## src/design/gpio_pkg.sv

```systemverilog
// Contract
// - Each port bit's direction is set by software independently of its neighbours.
// - Direction bit one makes the pin an output, zero an input.
// - Eight-bit port input pins have a per-pin software pull-up enable.
// - Output direction forces the pin's pull-up off regardless of software selection.
// - Eight-bit port pins can be key-scan inputs or open-drain outputs.
// - Port b bits 1,2,4 feed interrupts/counter; bits 5,6,7 carry timer outputs.
// - Port c has five push-pull bits with pull-up and direction control.
// - Reset is active low with internal pull-up; the other party drives it low.
package gpio_pkg;
    localparam int unsigned AW = 6;
    localparam logic [AW-1:0] ADDR_A_DATA  = 6'h00;
    localparam logic [AW-1:0] ADDR_A_DIR   = 6'h04;
    localparam logic [AW-1:0] ADDR_A_PULL  = 6'h08;
    localparam logic [AW-1:0] ADDR_A_OD    = 6'h0c;
    localparam logic [AW-1:0] ADDR_A_KS    = 6'h10;
    localparam logic [AW-1:0] ADDR_B_DATA  = 6'h14;
    localparam logic [AW-1:0] ADDR_B_DIR   = 6'h18;
    localparam logic [AW-1:0] ADDR_B_PULL  = 6'h1c;
    localparam logic [AW-1:0] ADDR_B_OD    = 6'h20;
    localparam logic [AW-1:0] ADDR_B_KS    = 6'h24;
    localparam logic [AW-1:0] ADDR_B_ALT   = 6'h28;
    localparam logic [AW-1:0] ADDR_C_DATA  = 6'h2c;
    localparam logic [AW-1:0] ADDR_C_DIR   = 6'h30;
    localparam logic [AW-1:0] ADDR_C_PULL  = 6'h34;
    localparam logic [AW-1:0] ADDR_CTRL    = 6'h38;
    localparam logic [AW-1:0] ADDR_PIN_IN  = 6'h3c;
    // Alternate-function enable bits in port b alt register
    localparam int unsigned ALT_IRQ1 = 1;
    localparam int unsigned ALT_IRQ2 = 2;
    localparam int unsigned ALT_EC   = 4;
    localparam int unsigned ALT_T2   = 5;
    localparam int unsigned ALT_T1   = 6;
    localparam int unsigned ALT_T0   = 7;
    // Control register bits
    localparam int unsigned CTRL_STOP = 0;
    localparam int unsigned CTRL_REM  = 1;
    localparam logic [7:0] RST_BYTE = 8'h00;
    localparam logic [1:0] RESP_OKAY   = 2'b00;
    localparam logic [1:0] RESP_SLVERR = 2'b10;

    typedef struct packed {
        logic [7:0] data;
        logic [7:0] dir;
        logic [7:0] pull;
        logic [7:0] od;
        logic [7:0] ks;
    } port_cfg_t;

    typedef struct packed {
        logic [7:0] o;
        logic [7:0] oe;
        logic [7:0] pu;
    } pin_drive_t;
endpackage

```

## src/design/gpio_ports.sv

```systemverilog
// The address map and register access over AXI4-Lite were chosen for this implementation.
`timescale 1ns/100ps
module gpio_ports import gpio_pkg::*; #(
    parameter int unsigned C_BITS = 5
) (
    input  wire logic        aclk,
    input  wire logic        aresetn,
    input  wire logic [AW-1:0] s_axi_awaddr,
    input  wire logic        s_axi_awvalid,
    output logic             s_axi_awready,
    input  wire logic [31:0] s_axi_wdata,
    input  wire logic [3:0]  s_axi_wstrb,
    input  wire logic        s_axi_wvalid,
    output logic             s_axi_wready,
    output logic [1:0]       s_axi_bresp,
    output logic             s_axi_bvalid,
    input  wire logic        s_axi_bready,
    input  wire logic [AW-1:0] s_axi_araddr,
    input  wire logic        s_axi_arvalid,
    output logic             s_axi_arready,
    output logic [31:0]      s_axi_rdata,
    output logic [1:0]       s_axi_rresp,
    output logic             s_axi_rvalid,
    input  wire logic        s_axi_rready,
    input  wire logic [7:0]  port_a_in,
    output pin_drive_t       port_a_drv,
    input  wire logic [7:0]  port_b_in,
    output pin_drive_t       port_b_drv,
    input  wire logic [C_BITS-1:0] port_c_in,
    output logic [C_BITS-1:0] port_c_o,
    output logic [C_BITS-1:0] port_c_oe,
    output logic [C_BITS-1:0] port_c_pu,
    input  wire logic        timer_out_zero,
    input  wire logic        timer_out_one,
    input  wire logic        timer_out_two,
    output logic             ext_irq_in_first,
    output logic             ext_irq_in_second,
    output logic             event_count_in,
    output logic             key_scan_hit,
    output logic             stop_mode,
    output logic             remote_drive_out
);
    if (C_BITS < 1 || C_BITS > 8) begin : g_bad_c_bits
        $error("C_BITS must be 1..8");
    end

    port_cfg_t       a_reg, b_reg;
    logic [7:0]      b_alt_reg;
    logic [C_BITS-1:0] c_data_reg, c_dir_reg, c_pull_reg;
    logic [1:0]      ctrl_reg;

    // Write channel: address and data latched independently, in any order
    logic            aw_have, w_have;
    logic [AW-1:0]   aw_addr;
    logic [31:0]     w_data;
    logic [3:0]      w_strb;
    wire             wr_fire = aw_have && w_have && !s_axi_bvalid;
    wire             wr_lane = w_strb[0];
    wire [7:0]       wb = w_data[7:0];
    wire             stop_now = ctrl_reg[CTRL_STOP];
    // Ready flags are flops, so a slot is taken only while ready shows high
    wire             aw_take = s_axi_awvalid && s_axi_awready;
    wire             w_take = s_axi_wvalid && s_axi_wready;
    wire             aw_have_next = !wr_fire && (aw_have || aw_take);
    wire             w_have_next = !wr_fire && (w_have || w_take);
    wire             wr_bad = aw_addr > ADDR_CTRL || aw_addr[1:0] != 2'b00;

    always_ff @(posedge aclk) begin
        if (!aresetn) begin
            aw_have       <= 1'b0;
            w_have        <= 1'b0;
            s_axi_awready <= 1'b0;
            s_axi_wready  <= 1'b0;
            aw_addr       <= '0;
            w_data        <= '0;
            w_strb        <= '0;
            s_axi_bvalid  <= 1'b0;
            s_axi_bresp   <= RESP_OKAY;
        end else begin
            aw_have       <= aw_have_next;
            w_have        <= w_have_next;
            s_axi_awready <= !aw_have_next;
            s_axi_wready  <= !w_have_next;
            if (aw_take) begin
                aw_addr <= s_axi_awaddr;
            end
            if (w_take) begin
                w_data <= s_axi_wdata;
                w_strb <= s_axi_wstrb;
            end
            if (wr_fire) begin
                s_axi_bvalid <= 1'b1;
                s_axi_bresp  <= wr_bad ? RESP_SLVERR : RESP_OKAY;
            end else if (s_axi_bvalid && s_axi_bready) begin
                s_axi_bvalid <= 1'b0;
            end
        end
    end

    wire do_wr = wr_fire && wr_lane;

    // Each register write touches only its own byte, bits independent
    always_ff @(posedge aclk) begin
        if (!aresetn) begin
            a_reg      <= '0;
            b_reg      <= '0;
            b_alt_reg  <= RST_BYTE;
            c_data_reg <= '0;
            c_dir_reg  <= '0;
            c_pull_reg <= '0;
            ctrl_reg   <= '0;
        end else if (do_wr) begin
            unique case (aw_addr)
                ADDR_A_DATA: a_reg.data <= wb;
                ADDR_A_DIR:  a_reg.dir  <= wb;
                ADDR_A_PULL: a_reg.pull <= wb;
                ADDR_A_OD:   a_reg.od   <= wb;
                ADDR_A_KS:   a_reg.ks   <= wb;
                ADDR_B_DATA: b_reg.data <= wb;
                ADDR_B_DIR:  b_reg.dir  <= wb;
                ADDR_B_PULL: b_reg.pull <= wb;
                ADDR_B_OD:   b_reg.od   <= wb;
                ADDR_B_KS:   b_reg.ks   <= wb;
                ADDR_B_ALT:  b_alt_reg  <= wb;
                ADDR_C_DATA: c_data_reg <= wb[C_BITS-1:0];
                ADDR_C_DIR:  c_dir_reg  <= wb[C_BITS-1:0];
                ADDR_C_PULL: c_pull_reg <= wb[C_BITS-1:0];
                ADDR_CTRL:   ctrl_reg   <= wb[1:0];
                default: ;
            endcase
        end
    end

    // Timer outputs override port b data where the alternate function is on
    logic [7:0] b_out;
    assign b_out = {b_alt_reg[ALT_T0] ? timer_out_zero : b_reg.data[7],
                    b_alt_reg[ALT_T1] ? timer_out_one  : b_reg.data[6],
                    b_alt_reg[ALT_T2] ? timer_out_two  : b_reg.data[5],
                    b_reg.data[4:0]};

    // Open-drain: drive only the low level, release for a one
    function automatic pin_drive_t drive8(input logic [7:0] d, input logic [7:0] dir,
                                          input logic [7:0] pull, input logic [7:0] od);
        pin_drive_t r;
        r.o  = d & ~od;
        r.oe = dir & ~(od & d);
        r.pu = pull & ~dir;
        return r;
    endfunction

    wire pin_drive_t a_next = drive8(a_reg.data, a_reg.dir, a_reg.pull, a_reg.od);
    wire pin_drive_t b_next = drive8(b_out, b_reg.dir, b_reg.pull, b_reg.od);

    // Key scan: any enabled input pin pulled low
    wire ks_next = |(a_reg.ks & ~a_reg.dir & ~port_a_in) | |(b_reg.ks & ~b_reg.dir & ~port_b_in);

    logic [31:0] rd_mux;
    always_comb begin
        rd_mux = '0;
        unique case (s_axi_araddr)
            ADDR_A_DATA: rd_mux[7:0] = a_reg.data;
            ADDR_A_DIR:  rd_mux[7:0] = a_reg.dir;
            ADDR_A_PULL: rd_mux[7:0] = a_reg.pull;
            ADDR_A_OD:   rd_mux[7:0] = a_reg.od;
            ADDR_A_KS:   rd_mux[7:0] = a_reg.ks;
            ADDR_B_DATA: rd_mux[7:0] = b_reg.data;
            ADDR_B_DIR:  rd_mux[7:0] = b_reg.dir;
            ADDR_B_PULL: rd_mux[7:0] = b_reg.pull;
            ADDR_B_OD:   rd_mux[7:0] = b_reg.od;
            ADDR_B_KS:   rd_mux[7:0] = b_reg.ks;
            ADDR_B_ALT:  rd_mux[7:0] = b_alt_reg;
            ADDR_C_DATA: rd_mux[C_BITS-1:0] = c_data_reg;
            ADDR_C_DIR:  rd_mux[C_BITS-1:0] = c_dir_reg;
            ADDR_C_PULL: rd_mux[C_BITS-1:0] = c_pull_reg;
            ADDR_CTRL:   rd_mux[1:0] = ctrl_reg;
            ADDR_PIN_IN: rd_mux[23:0] = {{(8-C_BITS){1'b0}}, port_c_in, port_b_in, port_a_in};
            default:     rd_mux = '0;
        endcase
    end
    wire rd_bad = s_axi_araddr > ADDR_PIN_IN || s_axi_araddr[1:0] != 2'b00;

    always_ff @(posedge aclk) begin
        if (!aresetn) begin
            s_axi_rvalid  <= 1'b0;
            s_axi_rdata   <= '0;
            s_axi_rresp   <= RESP_OKAY;
            s_axi_arready <= 1'b0;
        end else begin
            s_axi_arready <= 1'b0;
            if (s_axi_arvalid && !s_axi_rvalid && !s_axi_arready) begin
                s_axi_arready <= 1'b1;
                s_axi_rvalid  <= 1'b1;
                s_axi_rdata   <= rd_mux;
                s_axi_rresp   <= rd_bad ? RESP_SLVERR : RESP_OKAY;
            end else if (s_axi_rvalid && s_axi_rready) begin
                s_axi_rvalid <= 1'b0;
            end
        end
    end

    // Pin stage; in stop mode the port drives hold and the remote output is forced low
    always_ff @(posedge aclk) begin
        if (!aresetn) begin
            port_a_drv        <= '0;
            port_b_drv        <= '0;
            port_c_o          <= '0;
            port_c_oe         <= '0;
            port_c_pu         <= '0;
            ext_irq_in_first  <= 1'b0;
            ext_irq_in_second <= 1'b0;
            event_count_in    <= 1'b0;
            key_scan_hit      <= 1'b0;
            stop_mode         <= 1'b0;
            remote_drive_out  <= 1'b0;
        end else begin
            stop_mode <= stop_now;
            if (!stop_now) begin
                port_a_drv <= a_next;
                port_b_drv <= b_next;
                port_c_o   <= c_data_reg;
                port_c_oe  <= c_dir_reg;
                port_c_pu  <= c_pull_reg & ~c_dir_reg;
            end
            ext_irq_in_first  <= b_alt_reg[ALT_IRQ1] & port_b_in[1];
            ext_irq_in_second <= b_alt_reg[ALT_IRQ2] & port_b_in[2];
            event_count_in    <= b_alt_reg[ALT_EC] & port_b_in[4];
            key_scan_hit      <= ks_next;
            remote_drive_out  <= ctrl_reg[CTRL_REM] & ~stop_now;
        end
    end

    property p_pullup_off;
        @(posedge aclk) disable iff (!aresetn)
        1'b1 |-> ((port_a_drv.pu & port_a_drv.oe) == 8'h00) && ((port_c_pu & port_c_oe) == '0)
                 && ((port_b_drv.pu & port_b_drv.oe) == 8'h00);
    endproperty
    a_pullup_off: assert property (p_pullup_off) else $error("Pull-up on while driving");

    property p_remote_stop;
        @(posedge aclk) disable iff (!aresetn)
        stop_now |=> !remote_drive_out;
    endproperty
    a_remote_stop: assert property (p_remote_stop) else $error("Remote output high in stop");

    property p_stop_hold;
        @(posedge aclk) disable iff (!aresetn)
        stop_now && $past(stop_now) |-> $stable(port_a_drv) && $stable(port_c_oe);
    endproperty
    a_stop_hold: assert property (p_stop_hold) else $error("Pins changed in stop");

    property p_dir_out;
        @(posedge aclk) disable iff (!aresetn)
        !stop_now && !$past(stop_now) |=> port_c_oe == $past(c_dir_reg);
    endproperty
    a_dir_out: assert property (p_dir_out) else $error("Port c direction mismatch");

    property p_od_high;
        @(posedge aclk) disable iff (!aresetn)
        !stop_now |=> ((port_b_drv.oe & $past(b_reg.od & b_out)) == 8'h00);
    endproperty
    a_od_high: assert property (p_od_high) else $error("Open-drain drove high");

    property p_irq_route;
        @(posedge aclk) disable iff (!aresetn)
        !b_alt_reg[ALT_IRQ1] |=> !ext_irq_in_first;
    endproperty
    a_irq_route: assert property (p_irq_route) else $error("Interrupt routed while disabled");

    property p_reset_in;
        @(posedge aclk) !aresetn |=> port_a_drv.oe == 8'h00 && port_b_drv.oe == 8'h00 && !remote_drive_out;
    endproperty
    a_reset_in: assert property (p_reset_in) else $error("Pin driven after reset");

    property p_dir_a;
        @(posedge aclk) disable iff (!aresetn)
        !stop_now && !$past(stop_now) |=> port_a_drv.oe == $past(a_reg.dir & ~(a_reg.od & a_reg.data));
    endproperty
    a_dir_a: assert property (p_dir_a) else $error("Port a enable mismatch");

    property p_irq2_route;
        @(posedge aclk) disable iff (!aresetn)
        !b_alt_reg[ALT_IRQ2] |=> !ext_irq_in_second;
    endproperty
    a_irq2_route: assert property (p_irq2_route) else $error("Second interrupt routed while disabled");

    property p_ec_route;
        @(posedge aclk) disable iff (!aresetn)
        !b_alt_reg[ALT_EC] |=> !event_count_in;
    endproperty
    a_ec_route: assert property (p_ec_route) else $error("Counter input routed while disabled");

    property p_timer_mux;
        @(posedge aclk) disable iff (!aresetn)
        b_alt_reg[ALT_T0] && !b_reg.od[7] && !stop_now |=> port_b_drv.o[7] == $past(timer_out_zero);
    endproperty
    a_timer_mux: assert property (p_timer_mux) else $error("Timer output not on port b bit 7");

    property p_ks_quiet;
        @(posedge aclk) disable iff (!aresetn)
        (a_reg.ks == 8'h00) && (b_reg.ks == 8'h00) |=> !key_scan_hit;
    endproperty
    a_ks_quiet: assert property (p_ks_quiet) else $error("Key scan hit with no scan pin");

    property p_remote_on;
        @(posedge aclk) disable iff (!aresetn)
        ctrl_reg[CTRL_REM] && !stop_now |=> remote_drive_out;
    endproperty
    a_remote_on: assert property (p_remote_on) else $error("Remote output not driven");
endmodule // gpio_ports

```

## config.mk

```make
export PLATFORM = sky130hd
export DESIGN_NAME = gpio_ports
export DESIGN_NICKNAME = d
export VERILOG_FILES = /design/src/design/gpio_pkg.sv /design/src/design/gpio_ports.sv
export SDC_FILE = /design/constraint.sdc
export NUM_CORES = 1
export LEC_CHECK = 0
export CAP_MARGIN = 20
export CORE_MARGIN = 2
export CORE_UTILIZATION = 55
export DETAILED_ROUTE_END_ITERATION = 10
export DONT_BUFFER_PORTS = 1
export PLACE_DENSITY = 0.75
export RECOVER_POWER = 100
export SKIP_LAST_GASP = 1
export SYNTH_ARGS = -nofsm -noshare
export SYNTH_HDL_FRONTEND = slang
export SYNTH_SLANG_ARGS = --single-unit
```

## constraint.sdc

```tcl
create_clock -name aclk -period 2.3 [get_ports aclk]
set_input_delay 0.46 -clock aclk [delete_from_list [all_inputs] [get_ports aclk]]
set_output_delay 0.46 -clock aclk [all_outputs]
set_load 0.02 [all_outputs]
```

==> reports/metrics.yaml <==
antenna_found_initial: 0
drive_gt1_share_pct: 8.56
synth_edf_count: 0
path_max_fanout: 6
cp-end-kind: "register"
cts_resized: 0
track_usage_pct: 28.1
synth.distinct_cells: 64
core_um2: 16600
overflow: 0
power_w: 0.00769
antenna_left: 0
cts_buffers: 23
status: "complete, no violations"
antenna_cells: 0
clock_latency_ns: 0.50
cp.arrival_ns: 2.50
cts_tree: "built"
r2r-start: "aw_addr[2]"
fin_crit_ns: 2.14
clkTransAtPathRegs_ns: 0.06
max_cap_viol_count: 0
worstPathRequired_ns: 2.67
ys_seq_area_share_pct: 46.7
hold_buffers: 0
initial_utilization_pct: 56.4
grt_pass1_vias: 7218
drc_errors: 0
syn2layout_area_growth_pct: 8.72
htreeDepth: 1
crit_start: "aw_addr[2]"
largest_reg_flops: 40
die_y_um: 135
setup_viol: 0
drt_iter0_drc: 630
ir_worst_vdd_v: 0.000706
vias: 7531
dpl_cell_area_um2: 9590
power_density_nw_per_um2: 753
synthFlopType: "dfxtp_1"
grt_max_degree: 75
final.setup.tns_ns: 0
hp-start: "aresetn"
rows: 47
cts_setup_buffers: 0
rsz0062_at_grt: "no"
clk_path_buf_depth: 3
syn_inst: 1023
dpl.hpwl_um: 18000
tightestPinTransition_ns: 1.11
finalHoldViolCount: 0
fin_area_um2: 10200
worstSetupPathType: "reg -> reg"
slew_headroom_pct: 26.3
slew_viol_final: 0
first_pass_iters: 5
hp-class: "in -> reg"
fin_nets: 1083
grt_pass1_wl_um: 39800
clock-sinks: 219
ys_warn_count: 0
synth_area_um2: 9390
max_freq_mhz: 468
clock_skew_ns: 0.0110
timing.final.crit_share_pct: 92.9
routed_wl_um: 25900
p_leak_nw: 3.70
drt-vias-per-instance: 6.09
ios: 189
yosys_register_bits: 219
startpoint_type: "register"
cts-root-buf: "clkbuf_16"
gp_congestion: 0.966
syn_avg_cell_area_um2: 9.18
post_drt_wl_per_cell_um: 20.9
chipWidth_um: 135
async_reset_ff_share_pct: 0
die-area_um2: 18100
io_buffers: 0
path summary, 6_finish.rpt:
check,end,slack [ns],cells after the start
setup / recovery,c_pull_reg[3],0.16,6
hold reg to reg,w_strb[0],0.50,2
hold / removal,s_axi_wready,0.09,1
setup reg to reg,c_pull_reg[3],0.16,6
cells in the final DEF (no fill, tap or decap), types with 12 or more instances in the layout:
cell       instances
dfxtp_1          219
nor2_1           195
mux2i_1          137
nand2_1           75
a21oi_1           74
nand3_1           32
a22oi_1           29
clkbuf_16         23
nor3b_1           18
buf_4             14
conb_1            13
and3_1            12
nor3_1            12
o21ai_0           12
stage by stage:
stage,util (%),hold slack (ns),std cells,setup slack (ns)
2_1_floorplan,-,0.450,1035,0.303
3_3_place_gp,57.6,0.463,1199,0.314
3_5_place_dp,57.6,0.491,1199,0.239
4_1_cts,62.0,0.0734,1236,0.230
5_1_grt,61.3,0.0750,1236,0.0672
6_report,61.3,0.0885,1236,0.163
cell type report:
cell class / instances / area, um^2
Tap cell: 220 / 275
Fill cell: 1402 / 6430
Multi-Input combinational cell: 715 / 4550
Clock buffer: 35 / 711
Timing Repair Buffer: 33 / 223
Sequential cell: 219 / 4380
Clock inverter: 2 / 13.8
Inverter: 12 / 50.0
worst max-delay path, cell delays in order, from the launching register on:
cell	delay, ns
dfxtp_1	0.42
or4b_1	0.50
buf_4	0.18
nor3_2	0.16
clkbuf_1	0.45
mux2i_1	0.24
nor2_1	0.06
per-layer routing:
layer | wire, um | GRT usage, % | vias up
li1 | - | - | 3517
met1 | 10400 | 35.9 | 3606
met3 | 2520 | 6.79 | 80
met2 | 12000 | 46.5 | 328
met5 | 0 | 0 | -
met4 | 977 | 9.94 | 0
cell families after synthesis:
group | after synthesis | synth area share, %
AO/OA/AOI/OAI | 155 | 10.4
other | 1 | 0.0399
multiplexers | 149 | 17.2
flip-flops | 219 | 46.7
AND/OR/NAND/NOR | 398 | 20.8
buffers and inverters | 101 | 4.81
report_power, final:
part           internal (W)  leakage (nW)  switching [W]
logic             0.0000837          1.57       0.000170
clock network       0.00211         0.360        0.00144
registers           0.00382          1.77      0.0000671
total               0.00601          3.70        0.00168
synthesized netlist by cell type (5+ instances only):
library cell / count / area [um^2]
mux4_2: 10 / 225
buf_4: 14 / 105
nor2_1: 195 / 732
and3_1: 12 / 75.1
clkbuf_1: 57 / 214
a211oi_1: 6 / 45.0
buf_1: 7 / 26.3
and2_1: 6 / 37.5
mux2i_1: 137 / 1370
buf_2: 10 / 50.1
inv_1: 11 / 41.3
o21ai_0: 12 / 60.1
a21oi_1: 74 / 370
nor3b_1: 18 / 135
nand3_1: 32 / 160
nand2b_1: 5 / 31.3
a22oi_1: 29 / 218
nor3_1: 8 / 40.0
dfxtp_1: 219 / 4380
nand2_1: 75 / 282
(Power assumes the default switching activity.)
